[config.mk]
export PLATFORM = sky130hd
export DESIGN_NAME = panel_ctrl
export DESIGN_NICKNAME = d
export VERILOG_FILES = /design/src/rtl/panel_pkg.sv /design/src/rtl/panel_ctrl.sv
export SDC_FILE = /design/constraint.sdc
export NUM_CORES = 1
export LEC_CHECK = 0
export BUFFER_PORTS_ARGS = -buffer_cell sky130_fd_sc_hd__buf_4
export CORE_ASPECT_RATIO = 1.4
export CORE_MARGIN = 8
export CORE_UTILIZATION = 24
export DETAILED_ROUTE_END_ITERATION = 7
export GPL_TIMING_DRIVEN = 1
export PLACE_DENSITY = 0.49
export REMOVE_ABC_BUFFERS = 1
export SLEW_MARGIN = 20
export SYNTH_ARGS = -nofsm -noshare
export SYNTH_HDL_FRONTEND = slang
export SYNTH_SLANG_ARGS = --single-unit
[constraint.sdc]
create_clock -name I_CLOCK -period 8.65 [get_ports I_CLOCK]
set_input_delay 0 -clock I_CLOCK [delete_from_list [all_inputs] [get_ports I_CLOCK]]
set_output_delay 0 -clock I_CLOCK [all_outputs]
set_load 0.05 [all_outputs]
[src/rtl/panel_pkg.sv]
// panel_pkg: constants shared by the front panel control block
// assumes a 100 MHz system clock and a 32-bit classic wishbone register bus
package panel_pkg;

  // ---------------------------------------------------------------
  // clock and timing
  // ---------------------------------------------------------------
  localparam int CLK_MHZ = 100;
  // switch contacts must be stable this long before a level is accepted
  localparam int DEBOUNCE_US = 5000;
  localparam int DEBOUNCE_CYC = DEBOUNCE_US * CLK_MHZ;
  // lamp stretch, long enough that rapid alternation lights both lamps
  localparam int LAMP_HOLD_US = 10;
  localparam int LAMP_HOLD_CYC = LAMP_HOLD_US * CLK_MHZ;
  // width of the system reset pulse
  localparam int RESET_HOLD_NS = 200;
  localparam int RESET_HOLD_CYC = (RESET_HOLD_NS * CLK_MHZ) / 1000;

  // ---------------------------------------------------------------
  // panel layout
  // ---------------------------------------------------------------
  localparam int NUM_LEVELS = 8;
  localparam int NUM_SW = 10;        // eight requests, reset, boot
  localparam int SW_RESET = 8;
  localparam int SW_BOOT = 9;
  localparam int EVT_W = 9;          // eight presses plus reset event
  localparam int EVT_RESET = 8;
  localparam logic [15:0] SHADOW_TOP = 16'h00ff;

  // ---------------------------------------------------------------
  // register map (byte addresses)
  // ---------------------------------------------------------------
  localparam logic [7:0] REG_STATUS = 8'h00;
  localparam logic [7:0] REG_MASK = 8'h04;
  localparam logic [7:0] REG_SOFT_REQ = 8'h08;
  localparam logic [7:0] REG_PANEL = 8'h0c;
  localparam logic [EVT_W-1:0] MASK_RESET = 9'h000;
  localparam int PANEL_BOOT_BIT = 8;
  localparam int PANEL_HALT_BIT = 9;
  localparam int PANEL_RUN_BIT = 10;

  // reset pulse sequencer
  typedef enum logic [2:0] {
    RS_IDLE = 3'b001,
    RS_PULSE = 3'b010,
    RS_WAIT_UP = 3'b100
  } rst_state_e;

endpackage

[src/rtl/panel_ctrl.sv]
// panel_ctrl: front panel control - request switches, lamps, boot, reset
// assumes switch inputs are asynchronous, processor supplies state and
// per-level service strobes, and a classic wishbone master drives the bus
//
// Functional notes
// RQ1: eight switches raise same-numbered bus requests
// RQ2: level lamp lit while request pending
// RQ3: halt and run lamps follow processor
// RQ4: both dark waits, both lit alternates
// RQ5: reset zeroes counter, clears pending, initialises
// RQ6: reset never writes or clears RAM
// RQ7: boot selector holds bootstrap mode
// RQ8: bootstrap reads low page from shadow
// RQ9: processor prioritises and masks levels
// RQ10: switches synchronised, debounced, one request each
`timescale 1ns/1ps
module panel_ctrl
  import panel_pkg::*;
#(
  parameter int DEBOUNCE_CYCLES = DEBOUNCE_CYC
) (
  input wire logic I_CLOCK,
  input wire logic I_RESET,
  input wire logic I_WB_CYC,
  input wire logic I_WB_STB,
  input wire logic I_WB_WE,
  input wire logic [7:0] I_WB_ADR,
  input wire logic [3:0] I_WB_SEL,
  input wire logic [31:0] I_WB_DAT,
  output logic [31:0] O_WB_DAT,
  output logic O_WB_ACK,
  output logic O_IRQ,
  input wire logic [7:0] I_REQ_SW,
  input wire logic I_RESET_SW,
  input wire logic I_BOOT_SW,
  input wire logic [7:0] I_SERVICED,
  input wire logic I_CPU_HALTED,
  input wire logic I_CPU_RUNNING,
  input wire logic [15:0] I_MEM_ADDR,
  input wire logic I_MEM_RD,
  input wire logic I_MEM_WR,
  output logic [7:0] O_INT_REQ,
  output logic [7:0] O_LAMP_INT,
  output logic O_LAMP_HALT,
  output logic O_LAMP_RUN,
  output logic O_SYS_RESET,
  output logic O_BOOT_MODE,
  output logic O_SHADOW_RD,
  output logic O_RAM_RD,
  output logic O_RAM_WR
);

  // ---------------------------------------------------------------
  // helpers
  // ---------------------------------------------------------------
  // low page decode, shared by the memory steering and its check
  function automatic logic in_shadow(input logic [15:0] addr);
    in_shadow = (addr <= SHADOW_TOP);
  endfunction

  // ---------------------------------------------------------------
  // switch conditioning
  // ---------------------------------------------------------------
  logic [NUM_SW-1:0] sw_raw;
  logic [NUM_SW-1:0] sync1_r;
  logic [NUM_SW-1:0] sync2_r;
  logic [NUM_SW-1:0] deb_r;
  logic [NUM_SW-1:0] deb_d_r;
  logic [NUM_SW-1:0] sw_rise;

  assign sw_raw = {I_BOOT_SW, I_RESET_SW, I_REQ_SW};
  assign sw_rise = deb_r & ~deb_d_r;

  // two-stage synchroniser; stage one feeds only stage two
  always_ff @(posedge I_CLOCK or posedge I_RESET) begin
    if (I_RESET) begin
      sync1_r <= '0;
      sync2_r <= '0;
      deb_d_r <= '0;
    end else begin
      sync1_r <= sw_raw;
      sync2_r <= sync1_r;
      deb_d_r <= deb_r;
    end
  end

  // RQ10: per-switch stability filter
  genvar g;
  generate
    for (g = 0; g < NUM_SW; g++) begin : g_deb
      logic [19:0] cnt_r;
      logic stable;
      assign stable = (cnt_r == 20'(DEBOUNCE_CYCLES - 1));
      // a contact must hold its new level for the full window;
      // any bounce restarts the count, so one press makes one edge
      always_ff @(posedge I_CLOCK or posedge I_RESET) begin
        if (I_RESET) begin
          cnt_r <= '0;
          deb_r[g] <= 1'b0;
        end else if (sync2_r[g] == deb_r[g]) begin
          cnt_r <= '0;
        end else if (stable) begin
          cnt_r <= '0;
          deb_r[g] <= sync2_r[g];
        end else begin
          cnt_r <= cnt_r + 20'h00001;
        end
      end
    end
  endgenerate

  // ---------------------------------------------------------------
  // reset switch sequencer
  // ---------------------------------------------------------------
  rst_state_e rs_r;
  rst_state_e rs_nxt;
  logic [7:0] rs_cnt_r;
  logic rs_done;
  logic sys_rst_nxt;

  assign rs_done = (rs_cnt_r == 8'(RESET_HOLD_CYC - 1));

  // one fixed-width pulse per press; held switch does not retrigger
  always_comb begin
    rs_nxt = rs_r;
    case (rs_r)
      RS_IDLE: if (sw_rise[SW_RESET]) rs_nxt = RS_PULSE;
      RS_PULSE: if (rs_done) rs_nxt = RS_WAIT_UP;
      RS_WAIT_UP: if (!deb_r[SW_RESET]) rs_nxt = RS_IDLE;
      default: rs_nxt = RS_IDLE;
    endcase
  end
  assign sys_rst_nxt = (rs_nxt == RS_PULSE);

  always_ff @(posedge I_CLOCK or posedge I_RESET) begin
    if (I_RESET) begin
      rs_r <= RS_IDLE;
      rs_cnt_r <= '0;
    end else begin
      rs_r <= rs_nxt;
      rs_cnt_r <= (rs_r == RS_PULSE) ? rs_cnt_r + 8'h01 : 8'h00;
    end
  end

  // ---------------------------------------------------------------
  // wishbone slave
  // ---------------------------------------------------------------
  logic [EVT_W-1:0] status_r;
  logic [EVT_W-1:0] mask_r;
  logic [7:0] pend_r;
  logic halt_lamp_r;
  logic run_lamp_r;
  logic wb_req;
  logic wr_fire;
  logic rd_fire;
  logic [31:0] rdata;
  logic [7:0] soft_req;

  // ack one cycle after the strobe; write and read-clear land on the
  // edge at which the master samples ack, keeping both atomic
  assign wb_req = I_WB_CYC & I_WB_STB & ~O_WB_ACK;
  assign wr_fire = I_WB_CYC & I_WB_STB & I_WB_WE & O_WB_ACK;
  assign rd_fire = I_WB_CYC & I_WB_STB & ~I_WB_WE & O_WB_ACK &
                   (I_WB_ADR == REG_STATUS);
  assign soft_req = (wr_fire && I_WB_ADR == REG_SOFT_REQ && I_WB_SEL[0]) ?
                    I_WB_DAT[7:0] : 8'h00;

  // unmapped offsets read as zero and are still acknowledged
  always_comb begin
    rdata = 32'h00000000;
    case (I_WB_ADR)
      REG_STATUS: rdata[EVT_W-1:0] = status_r;
      REG_MASK: rdata[EVT_W-1:0] = mask_r;
      REG_PANEL: begin
        rdata[7:0] = pend_r;
        rdata[PANEL_BOOT_BIT] = O_BOOT_MODE;
        rdata[PANEL_HALT_BIT] = halt_lamp_r;
        rdata[PANEL_RUN_BIT] = run_lamp_r;
      end
      default: rdata = 32'h00000000;
    endcase
  end

  always_ff @(posedge I_CLOCK or posedge I_RESET) begin
    if (I_RESET) begin
      O_WB_ACK <= 1'b0;
      O_WB_DAT <= 32'h00000000;
    end else begin
      O_WB_ACK <= wb_req;
      if (wb_req && !I_WB_WE) O_WB_DAT <= rdata;
    end
  end

  // mask register, byte lanes honoured
  always_ff @(posedge I_CLOCK or posedge I_RESET) begin
    if (I_RESET) begin
      mask_r <= MASK_RESET;
    end else if (wr_fire && I_WB_ADR == REG_MASK) begin
      if (I_WB_SEL[0]) mask_r[7:0] <= I_WB_DAT[7:0];
      if (I_WB_SEL[1]) mask_r[8] <= I_WB_DAT[8];
    end
  end

  // ---------------------------------------------------------------
  // interrupt status
  // ---------------------------------------------------------------
  logic [EVT_W-1:0] events;
  logic [EVT_W-1:0] rd_clear;
  logic [EVT_W-1:0] status_nxt;

  assign events = {sw_rise[SW_RESET], sw_rise[7:0]};
  // only bits the read returned are cleared; new events win
  assign rd_clear = rd_fire ? O_WB_DAT[EVT_W-1:0] : '0;
  assign status_nxt = (status_r & ~rd_clear) | events;

  always_ff @(posedge I_CLOCK or posedge I_RESET) begin
    if (I_RESET) begin
      status_r <= '0;
      O_IRQ <= 1'b0;
    end else begin
      status_r <= status_nxt;
      O_IRQ <= |(status_nxt & mask_r);
    end
  end

  // ---------------------------------------------------------------
  // pending requests and lamps
  // ---------------------------------------------------------------
  logic [7:0] pend_nxt;

  // RQ1: press or software sets the level
  // RQ2: service clears, set wins over clear
  // RQ5: reset pulse clears every level
  // RQ9: levels are driven raw; priority and masking live in the cpu
  assign pend_nxt = sys_rst_nxt ? 8'h00 :
                    (pend_r & ~I_SERVICED) | sw_rise[7:0] | soft_req;

  always_ff @(posedge I_CLOCK or posedge I_RESET) begin
    if (I_RESET) begin
      pend_r <= '0;
      O_INT_REQ <= '0;
      O_LAMP_INT <= '0;
      O_SYS_RESET <= 1'b0;
    end else begin
      pend_r <= pend_nxt;
      O_INT_REQ <= pend_nxt;
      O_LAMP_INT <= pend_nxt;
      O_SYS_RESET <= sys_rst_nxt;
    end
  end

  // RQ3: stretched processor state lamps
  // RQ4: stretch makes alternation light both, wait lights neither
  logic [9:0] halt_cnt_r;
  logic [9:0] run_cnt_r;
  logic halt_nxt;
  logic run_nxt;

  assign halt_nxt = I_CPU_HALTED | (halt_cnt_r != 10'h000);
  assign run_nxt = I_CPU_RUNNING | (run_cnt_r != 10'h000);

  always_ff @(posedge I_CLOCK or posedge I_RESET) begin
    if (I_RESET) begin
      halt_cnt_r <= '0;
      run_cnt_r <= '0;
      halt_lamp_r <= 1'b0;
      run_lamp_r <= 1'b0;
      O_LAMP_HALT <= 1'b0;
      O_LAMP_RUN <= 1'b0;
    end else begin
      halt_cnt_r <= I_CPU_HALTED ? 10'(LAMP_HOLD_CYC - 1) :
                    (halt_cnt_r != 10'h000) ? halt_cnt_r - 10'h001 : 10'h000;
      run_cnt_r <= I_CPU_RUNNING ? 10'(LAMP_HOLD_CYC - 1) :
                   (run_cnt_r != 10'h000) ? run_cnt_r - 10'h001 : 10'h000;
      halt_lamp_r <= halt_nxt;
      run_lamp_r <= run_nxt;
      O_LAMP_HALT <= halt_nxt;
      O_LAMP_RUN <= run_nxt;
    end
  end

  // ---------------------------------------------------------------
  // boot mode and memory steering
  // ---------------------------------------------------------------
  logic low_page;
  assign low_page = in_shadow(I_MEM_ADDR);

  // RQ7: boot mode tracks the debounced selector level
  // RQ8: shadow takes low-page reads only
  // RQ6: writes always pass to ram, reset issues none
  always_ff @(posedge I_CLOCK or posedge I_RESET) begin
    if (I_RESET) begin
      O_BOOT_MODE <= 1'b0;
      O_SHADOW_RD <= 1'b0;
      O_RAM_RD <= 1'b0;
      O_RAM_WR <= 1'b0;
    end else begin
      O_BOOT_MODE <= deb_r[SW_BOOT];
      O_SHADOW_RD <= I_MEM_RD & low_page & deb_r[SW_BOOT];
      O_RAM_RD <= I_MEM_RD & ~(low_page & deb_r[SW_BOOT]);
      O_RAM_WR <= I_MEM_WR;
    end
  end

  // helper: run of consecutive wait cycles, saturating well past the stretch
  logic [10:0] wait_cnt_r;
  always_ff @(posedge I_CLOCK or posedge I_RESET) begin
    if (I_RESET) begin
      wait_cnt_r <= '0;
    end else if (I_CPU_HALTED || I_CPU_RUNNING) begin
      wait_cnt_r <= '0;
    end else if (wait_cnt_r != 11'h7ff) begin
      wait_cnt_r <= wait_cnt_r + 11'h001;
    end
  end
endmodule

== Word-level counts from Yosys, hierarchy flattened ==
Index checks and enable logic that the tools add are counted.
Cells by class
  $add $sub $neg: 13
  magnitude comparators: 1
  equal/unequal tests: 28
  mux-type cells: 34
  bitwise gates (word level): 36
  reductions and logical operators: 21
Operators by type and width (count)
  two-way mux 20 bit: 20
  adder 20 x 1 -> 20 bit (second input constant): 10
  == test 20 x 19 -> 1 bit (second input constant): 10
  two-way mux 10 bit: 4
  AND 9 bit: 3
  case mux 9 bit (3 select lines): 1
  two-way mux 8 bit: 3
  AND reduction 2 bit: 12
  nonzero test 10 bit: 2
  subtractor 10 x 1 -> 10 bit (second input constant): 2
  inverter 9 bit: 2
  == test 8 x 4 -> 1 bit (second input constant): 2
  less-or-equal comparator 16 x 8 -> 1 bit (second input constant): 1
  OR 8 bit: 2
  inverter 1 bit: 13
  AND 1 bit: 11
  == test 1 bit: 10
  two-way mux 3 bit: 3
  two-way mux 9 bit: 1
  OR 9 bit: 1
  case mux 3 bit (3 select lines): 1
  OR reduction 9 bit: 1
  adder 8 x 1 -> 8 bit (second input constant): 1
  AND 8 bit: 1
  11 further kinds: 16
Word-level totals
  register bits after elaboration: 316
  bits of input ports: 87
  output and inout port bits: 57
  word-level logic and storage cells: 174

== Depth between registers and ports, before layout ==
Gate-level depths: netlist of run 1.
  depth after elaboration: 10
  mapped depth: 7
  gate-level depth less buffers: 6

== Least setup slack after synthesis of run 1 ==
Ideal clock, no wire load.
  path type: reg-to-reg
  start point: register O_WB_ACK
  end point: register mask_r[0]
  library setup time: 125 ps
  data arrival time: 1880 ps
  data required time: 8525 ps
  slack: 6645 ps
  cell stages (with the launch flop): 5
  buffers on the path: 0
  clock period less this slack: 2005 ps
  path through: dfrtp_1 -> and4_1 -> nand4_1 -> nor3b_2 -> mux2_2
Between the ends
  cells in the longest elaborated chain, start to end: 3
Ends and longest elaborated chain
  start, declared: line panel_ctrl.sv:31  | output logic O_WB_ACK,
  start signal, assigned: line panel_ctrl.sv:189  | O_WB_ACK <= wb_req;
  AND 1 bit: line panel_ctrl.sv:162  | assign wr_fire = I_WB_CYC & I_WB_STB & I_WB_WE & O_WB_ACK;
  logical AND 1 bit: line panel_ctrl.sv:198  | end else if (wr_fire && I_WB_ADR == REG_MASK) begin
  AND reduction 2 bit (no source line)
  end signal, assigned: line panel_ctrl.sv:199  | if (I_WB_SEL[0]) mask_r[7:0] <= I_WB_DAT[7:0];
  end, declared: line panel_ctrl.sv:149  | logic [EVT_W-1:0] mask_r;
Every way passes these cells.
A chain may end at the register's enable or synchronous reset.

== Worst setup path in the final report of run 1 ==
  start point: input port I_WB_ADR[2]
  end point: register O_IRQ
Between the ends
  cells in the longest elaborated chain, start to end: 8
Ends and longest elaborated chain
  start, declared: line panel_ctrl.sv:27  | input wire logic [7:0] I_WB_ADR,
  zero test 8 bit: line panel_ctrl.sv:164  | (I_WB_ADR == REG_STATUS);
  AND 1 bit: line panel_ctrl.sv:163  | assign rd_fire = I_WB_CYC & I_WB_STB & ~I_WB_WE & O_WB_ACK &
  two-way mux 9 bit: line panel_ctrl.sv:213  | assign rd_clear = rd_fire ? O_WB_DAT[EVT_W-1:0] : '0;
  inverter 9 bit: line panel_ctrl.sv:214  | assign status_nxt = (status_r & ~rd_clear) | events;
  AND 9 bit: line panel_ctrl.sv:214
  OR 9 bit: line panel_ctrl.sv:214
  AND 9 bit: line panel_ctrl.sv:222  | O_IRQ <= |(status_nxt & mask_r);
  OR reduction 9 bit: line panel_ctrl.sv:222
  end signal, assigned: line panel_ctrl.sv:222
  end, declared: line panel_ctrl.sv:32  | output logic O_IRQ,
Every way passes these cells.

==> results of run 1 <==
## synth_stat cells, drive strengths merged, types with 8 or more instances
library cell,instances
mux2,27
nand2b,13
xnor2,124
buf,47
or3,10
xor2,82
ha,13
and3,26
o21ai,31
nor2,265
a22oi,11
nor2b,9
nor4,47
dfrtp,315
nand3,76
or2,15
nand4,48
nor3,49
inv,54
nand2,90
clkbuf,8
a31oi,10
## layer usage
metal | routed length [µm] | global-route usage
met1 | 14560 | 0.1227
met2 | 15220 | 0.1568
met3 | 2080 | 0.02239
met4 | 899 | 0.03804
met5 | 0 | 0
## layout by cell type, fill, tap and decap left out, types with 14 or more instances in the layout
cell type,netlist,routed
and3_1,26,26
buf_4,38,92
clkbuf_16,0,41
conb_1,1,21
dfrtp_1,315,315
dlygate4sd3_1,0,43
inv_1,54,53
mux2_2,27,27
nand2_1,90,90
nand3_1,76,76
nand4_1,47,47
nor2_1,262,261
nor3_1,48,48
nor4_1,45,45
o21ai_0,30,30
or2_2,14,14
xnor2_1,124,124
xor2_1,82,82
## registers in the layout, summed over array words and instances (netlist names), 3 cells and up
name,flops
sync2_r,10
status_r,9
mask_r,9
run_cnt_r,10
rs_r,3
deb_r,10
g_deb.cnt_r,200
sync1_r,10
halt_cnt_r,10
pend_r,8
O_WB_DAT,11
deb_d_r,9
rs_cnt_r,8
## critical path: cells and delay by family
family	cells	cell delay [ns]
and+or+nand+nor	3	1.09
buffers and inverters	3	1.00
AOI/OAI and AO/OA	2	0.85
## worst max path at each step
stage                     slack, ns  cells after the start                           end         from
after floorplan               -0.09                      1         O_BOOT_MODE$_DFF_PP0_      I_RESET
after global routing           5.80                      5         rs_cnt_r[5]$_DFF_PP0_      I_RESET
after global placement         6.02                      4        run_cnt_r[7]$_DFF_PP0_      I_RESET
after CTS                      6.03                      5        run_cnt_r[8]$_DFF_PP0_      I_RESET
after detailed placement       6.00                      4  g_deb[1].cnt_r[11]$_DFF_PP0_      I_RESET
final                          6.09                      8               O_IRQ$_DFF_PP0_  I_WB_ADR[2]
## power groups by stage
stage | sequential, mW | clock (mW) | combinational, mW
6_report | 1.52 | 1.69 | 0.149
5_1_grt | 1.52 | 1.81 | 0.169
4_1_cts | 1.52 | 1.76 | 0.154
3_5_place_dp | 1.54 | 0 | 0.138
3_3_place_gp | 1.54 | 0 | 0.137
2_1_floorplan | 1.54 | 0 | 0.0843
## area by class of cell
type,instances,area (µm²),share of cell area
flip-flops and latches,316,7909,0.4455
multi-input cells,1020,6135,0.3455
clock buffers,58,1200,0.06758
repair buffers,136,1132,0.06378
well taps,810,1013,0.05708
inverters,54,210.2,0.01184
clock inverters,14,155.1,0.008739
## metrics by stage
stage	util	TNS, ns
4_1_cts	0.2968	0
6_report	0.2968	0
5_1_grt	0.2968	0
2_1_floorplan	-	-28.73
3_5_place_dp	0.2669	0
3_3_place_gp	0.2669	0
## logic make-up after synthesis
kind of cell / count (synthesis) / synth area share
XOR/XNOR: 206 / 0.1242
AO/OA/AOI/OAI: 72 / 0.03083
buffers and inverters: 109 / 0.03875
multiplexers: 27 / 0.02093
adder cells (fa/ha/maj): 13 / 0.01120
other: 1 / 0.0002581
flip-flops: 316 / 0.5444
AND/OR/NAND/NOR: 681 / 0.2295
## what timing repair did
item / CTS / global route
hold endpoints to repair: 157 / 0
setup endpoints to repair: 0 / 0
setup buffers: 0 / 0
hold buffers: 43 / 0
==> results_dict.tcl, run 1 <==
set metrics [dict create \
    num-nets-final 1668 \
    max-vdd-ir-drop_mv 0.1300 \
    setup_violations 0 \
    postRouteAntennaNets 0 \
    grt_util_all_layers 0.09641 \
    start_util 0.2429 \
    slowest_stage "and4_1" \
    power.density_nw_per_um2 188.9 \
    dpl_worst_slack_ns 6.002 \
    placementRows 106 \
    p_seq_frac 0.452 \
    drc 0 \
    synth_top_area_frac 0.5425 \
    fin_area_um2 17750 \
    rrSetupSlack_ns 6.16 \
    clkSinkCount 316 \
    synth-main-ff-cell "dfrtp_1" \
    relSlewSlack 0.2784 \
    required_ns 9.04 \
    r2r-start "O_WB_ACK$_DFF_PP0_" \
    p_sw_mw 0.7547 \
    maxCapViolCount 0 \
    drive_gt1_frac 0.1352 \
    drt_iter0_drc 506 \
    dr_total_vias 10317 \
    rr_worst_depth 5 \
    critPathKind "input port to flip-flop" \
    grt_pass1_vias 10670 \
    die_w_um 223.9 \
    clk_path_buf_depth 3 \
    area_growth_pct 22.20 \
    insertion_delay_ns 0.55 \
    overflow 0 \
    viasPerCell 4.284 \
    hold_depth 5 \
    cp_max_fo 14 \
    power_leakage_nw 7.448 \
    hp-start "I_WB_SEL[0]" \
    min_period_over_period 0.2965 \
    netlist-cell-type-count 54 \
    grt_first_pass_wirelength_um 54990 \
    num_antenna_cells 0 \
    cp_data_arrival_time_ns 2.95 \
    cts_resized 0 \
    p_int_mw 2.600 \
    synth_area_leader_cell "dfrtp_1" \
    grt_max_degree 95 \
    period_minus_slack_ns 2.565 \
    postPlaceCellArea_um2 15970 \
    htree_num_levels 2 \
    root_buffer "clkbuf_16" \
    syn_area_um2 14530 \
    hold_path.class "input port to flip-flop" \
    die_area_um2 68780 \
    tightest_slew_ns 1.078 \
    wire_per_inst_um 13.60 \
    port_buffers 89 \
    r2r_end "O_IRQ$_DFF_PP0_" \
    clk_pin_slew_ns 0.06 \
    holdWs_ns 0.08245 \
    synth.ff_latch_count 316 \
    total_power_mw 3.354 \
    yosysWarningCount 0 \
    finalNonFillerCells 2408 \
    cts_tree "built" \
    skew_ns 0.01280 \
    dieHeight_um 307.1 \
    min_to "pend_r[1]$_DFF_PP0_" \
    final-max-slew-violation-count 0 \
    synthArstFlopShare 1.000 \
    dr.pass1.iters 5 \
    antenna_found_initial 0 \
    yosysSeqAreaShare 0.5444 \
    p_sw_frac 0.2250 \
    crit_top_cell "buf_4" \
    wl_um 32760 \
    io_pins 144 \
    syn_area_per_cell_um2 10.20 \
    fillers 6203 \
    crit_path_end_kind "flip-flop" \
    hold_violations 0 \
    postLayoutSetupSlackWorst_ns 6.085 \
    numCtsBuffers 40 \
    clkPwrFrac 0.504 \
    pwr-share-comb 0.044 \
    synth_edf_count 0 \
    synth_area_leaders "dfrtp_1, xnor2_1, nor2_1" \
    crit_path_cell_trace "dlygate4sd3_1, buf_4, nor2_2, buf_4, and4_1, a21boi_0, o21ai_0, nand4_1" \
    dp_hpwl_um 22170 \
    rsz0062_at_grt "false" \
    status "finished clean" \
    startpoint_type "input port" \
    core_um2 59810 \
    routabilityCongestion 0.7546 \
    syn-instance-count 1425 \
    place_inst 2293 \
    slowest_delay_ns 0.71 \
    timing.fmax_mhz 389.9 \
]
Power figures use the tool's default switching activity.
==> inputs of run 2 (changes only) <==
--- a/config.mk
+++ b/config.mk
@@ -5,13 +5,14 @@
 export SDC_FILE = /design/constraint.sdc
 export NUM_CORES = 1
 export LEC_CHECK = 0
+export ABC_AREA = 1
 export BUFFER_PORTS_ARGS = -buffer_cell sky130_fd_sc_hd__buf_4
 export CORE_ASPECT_RATIO = 1.4
 export CORE_MARGIN = 8
 export CORE_UTILIZATION = 24
 export DETAILED_ROUTE_END_ITERATION = 7
 export GPL_TIMING_DRIVEN = 1
-export PLACE_DENSITY = 0.49
+export PLACE_DENSITY = 0.47
 export REMOVE_ABC_BUFFERS = 1
 export SLEW_MARGIN = 20
 export SYNTH_ARGS = -nofsm -noshare
==> constraint.sdc (replaced) <==
create_clock -name I_CLOCK -period 2.6 [get_ports I_CLOCK]
set_input_delay 0 -clock I_CLOCK [delete_from_list [all_inputs] [get_ports I_CLOCK]]
set_output_delay 0 -clock I_CLOCK [all_outputs]
set_load 0.05 [all_outputs]
==> results_dict.tcl, run 2 <==
set metrics [dict create \
    status "finished clean" \
    power_leakage_nw 8.311 \
    clkSinkCount 316 \
    drt_iter0_drc 494 \
    insertion_delay_ns 0.55 \
    grt_util_all_layers 0.1054 \
    hold_path.class "input port to flip-flop" \
    largestRegisters "g_deb.cnt_r: 200 flops, O_WB_DAT: 11 flops" \
    grt_max_degree 91 \
    utilization 0.2937 \
    cts_tree "built" \
    syn_area_per_cell_um2 8.488 \
    die_w_um 232.4 \
    required_ns 3.04 \
    syn-instance-count 1853 \
    grt_first_pass_wirelength_um 64940 \
    core_um2 65140 \
    clk_path_buf_depth 3 \
    dr_total_vias 12679 \
    dieHeight_um 318.9 \
    min_period_over_period 0.8666 \
    rsz0062_at_grt "false" \
    placementRows 111 \
    fillers 6847 \
    netlist-cell-type-count 51 \
    num_antenna_cells 0 \
    area_growth_pct 21.62 \
    cp_max_fo 7 \
    cp_data_arrival_time_ns 2.69 \
    dp_hpwl_um 28380 \
    power.density_nw_per_um2 570.5 \
    routabilityCongestion 0.8230 \
    io_pins 144 \
    clk_pin_slew_ns 0.06 \
    htree_num_levels 2 \
    postRouteAntennaNets 0 \
    synth.ff_latch_count 316 \
    largest_reg_flops 200 \
    synth-main-ff-cell "dfrtp_1" \
    max-vdd-ir-drop_mv 0.4015 \
    yosysSeqAreaShare 0.5028 \
    num-nets-final 2119 \
    yosys-top-cells-count "dfrtp_1, nand2_1, nor2_1" \
    synthArstFlopShare 1.000 \
    timing.fmax_mhz 443.8 \
    crit_path_cell_trace "inv_2, nor3_4, nand3_1, dlygate4sd3_1, nand2_1, nand2_1, nand2_1, nand2_1, nor2_1, nand2_1" \
    skew_ns 0.01386 \
    startpoint_type "flip-flop" \
    port_buffers 89 \
    die_area_um2 74100 \
    slowest_delay_ns 0.57 \
    synth_area_leaders "dfrtp_1, nand2_1, nor2_1" \
    yosysMostFrequentCell "dfrtp_1" \
    relSlewSlack 0.5090 \
    wire_per_inst_um 13.51 \
    crit_path_end_kind "flip-flop" \
    antenna_found_initial 0 \
    root_buffer "clkbuf_16" \
    slowest_stage "dlygate4sd3_1" \
    overflow 0 \
    period_minus_slack_ns 2.253 \
    setup_violations 0 \
    drive_gt1_frac 0.1296 \
    regMostFlops "g_deb.cnt_r" \
    numCtsBuffers 36 \
    synth_top_area_frac 0.5012 \
    setup_tns_ns 0 \
    yosysWarningCount 0 \
    critPathKind "flip-flop to flip-flop" \
    wl_um 39060 \
    syn_area_um2 15730 \
    maxCapViolCount 0 \
    grt_pass1_vias 12884 \
    viasPerCell 4.386 \
    start_util 0.2415 \
    tightest_slew_ns 0.7365 \
    drc 0 \
    layout_commonest_cell "dfrtp_1" \
    final-max-slew-violation-count 0 \
    dr.pass1.iters 5 \
    synth_area_leader_cell "dfrtp_1" \
    final_cell_mix "dfrtp_1, nand2_1, nor2_1" \
    crit_top_cell "nand2_1" \
    synth_edf_count 0 \
    hold_violations 0 \
]
run 2: changes by cell type after synthesis, moves of 27 or more:
cell	before	now
nand2_1	90	296
inv_1	54	235
xnor2_1	124	14
a21oi_1	5	64
nor3_1	48	86
nand3_1	76	109
o21ai_0	30	60
nor4_1	45	18
run 2: area by class of cell:
cell class	count	area, µm²	area share
timing repair buffer	148	1294	0.06763
multi-input combinational	1269	6693	0.3499
tap	847	1060	0.05540
clock inverter	14	210.2	0.01099
clock buffer	49	1021	0.05337
inverter	248	943.4	0.04932
sequential	316	7909	0.4134
run 2: per-stage QoR:
stage	cell area, µm²	hold WS (ns)	total power, mW	setup WS (ns)	cells
5_1_grt	19130	0.03849	11.42	0.1217	2891
3_5_place_dp	17400	0.1106	5.608	0.7218	2779
2_1_floorplan	15530	0.03143	5.402	-6.141	1833
6_report	19130	0.04487	10.91	0.3469	2891
4_1_cts	19120	0.004777	11.21	0.03530	2891
3_3_place_gp	17400	0.1102	5.600	0.7552	2779
run 2: kinds of logic after synthesis:
family	count (synthesis)	synth area share
multiplexers	12	0.008591
other	1	0.0002384
XOR/XNOR	85	0.04733
adder cells (fa/ha/maj)	13	0.01034
flip-flops	316	0.5028
AND/OR/NAND/NOR	970	0.2965
buffers and inverters	288	0.07692
AO/OA/AOI/OAI	168	0.05728
run 2: critical path, delay by kind of cell (launching register included):
family	cells	cell delay [ns]
buffers and inverters	2	0.63
AND/OR/NAND/NOR	8	1.09
flip-flops	1	0.42
run 2: path summary, 6_finish.rpt:
check / endpoint / cells after the start / start / slack, ns
max reg2reg: O_IRQ$_DFF_PP0_ / 10 / O_WB_ACK$_DFF_PP0_ / 0.35
min in group asynchronous: g_deb[1].cnt_r[11]$_DFF_PP0_ / 3 / I_RESET / 0.10
min: pend_r[0]$_DFF_PP0_ / 6 / I_WB_SEL[0] / 0.04
max in group asynchronous: g_deb[7].cnt_r[13]$_DFF_PP0_ / 4 / I_RESET / 1.65
min reg2reg: sync2_r[6]$_DFF_PP0_ / 0 / sync1_r[6]$_DFF_PP0_ / 0.34
max: O_IRQ$_DFF_PP0_ / 10 / O_WB_ACK$_DFF_PP0_ / 0.35
run 2: metal layers:
layer | part of all wire | GRT usage | vias to the layer above
met2 | 0.47 | 0.1769 | 234
met4 | 0.033 | 0.04035 | 0
met3 | 0.046 | 0.02142 | 60
li1 | - | - | 6327
met1 | 0.45 | 0.1312 | 6058
met5 | 0 | 0 | -
run 2: power breakdown:
group / leakage [nW] / total, mW / internal [mW] / switching, mW
Combinational: 3.51 / 0.524 / 0.175 / 0.350
Sequential: 4.20 / 5.03 / 4.98 / 0.0457
Clock: 0.596 / 5.36 / 3.25 / 2.11
run 2: what timing repair did:
item,4_1_cts,5_1_grt
setup buffers,0,1
endpoints found under the hold margin,148,0
hold buffers,49,0
gates resized for setup,0,2
endpoints found under the setup margin,0,5
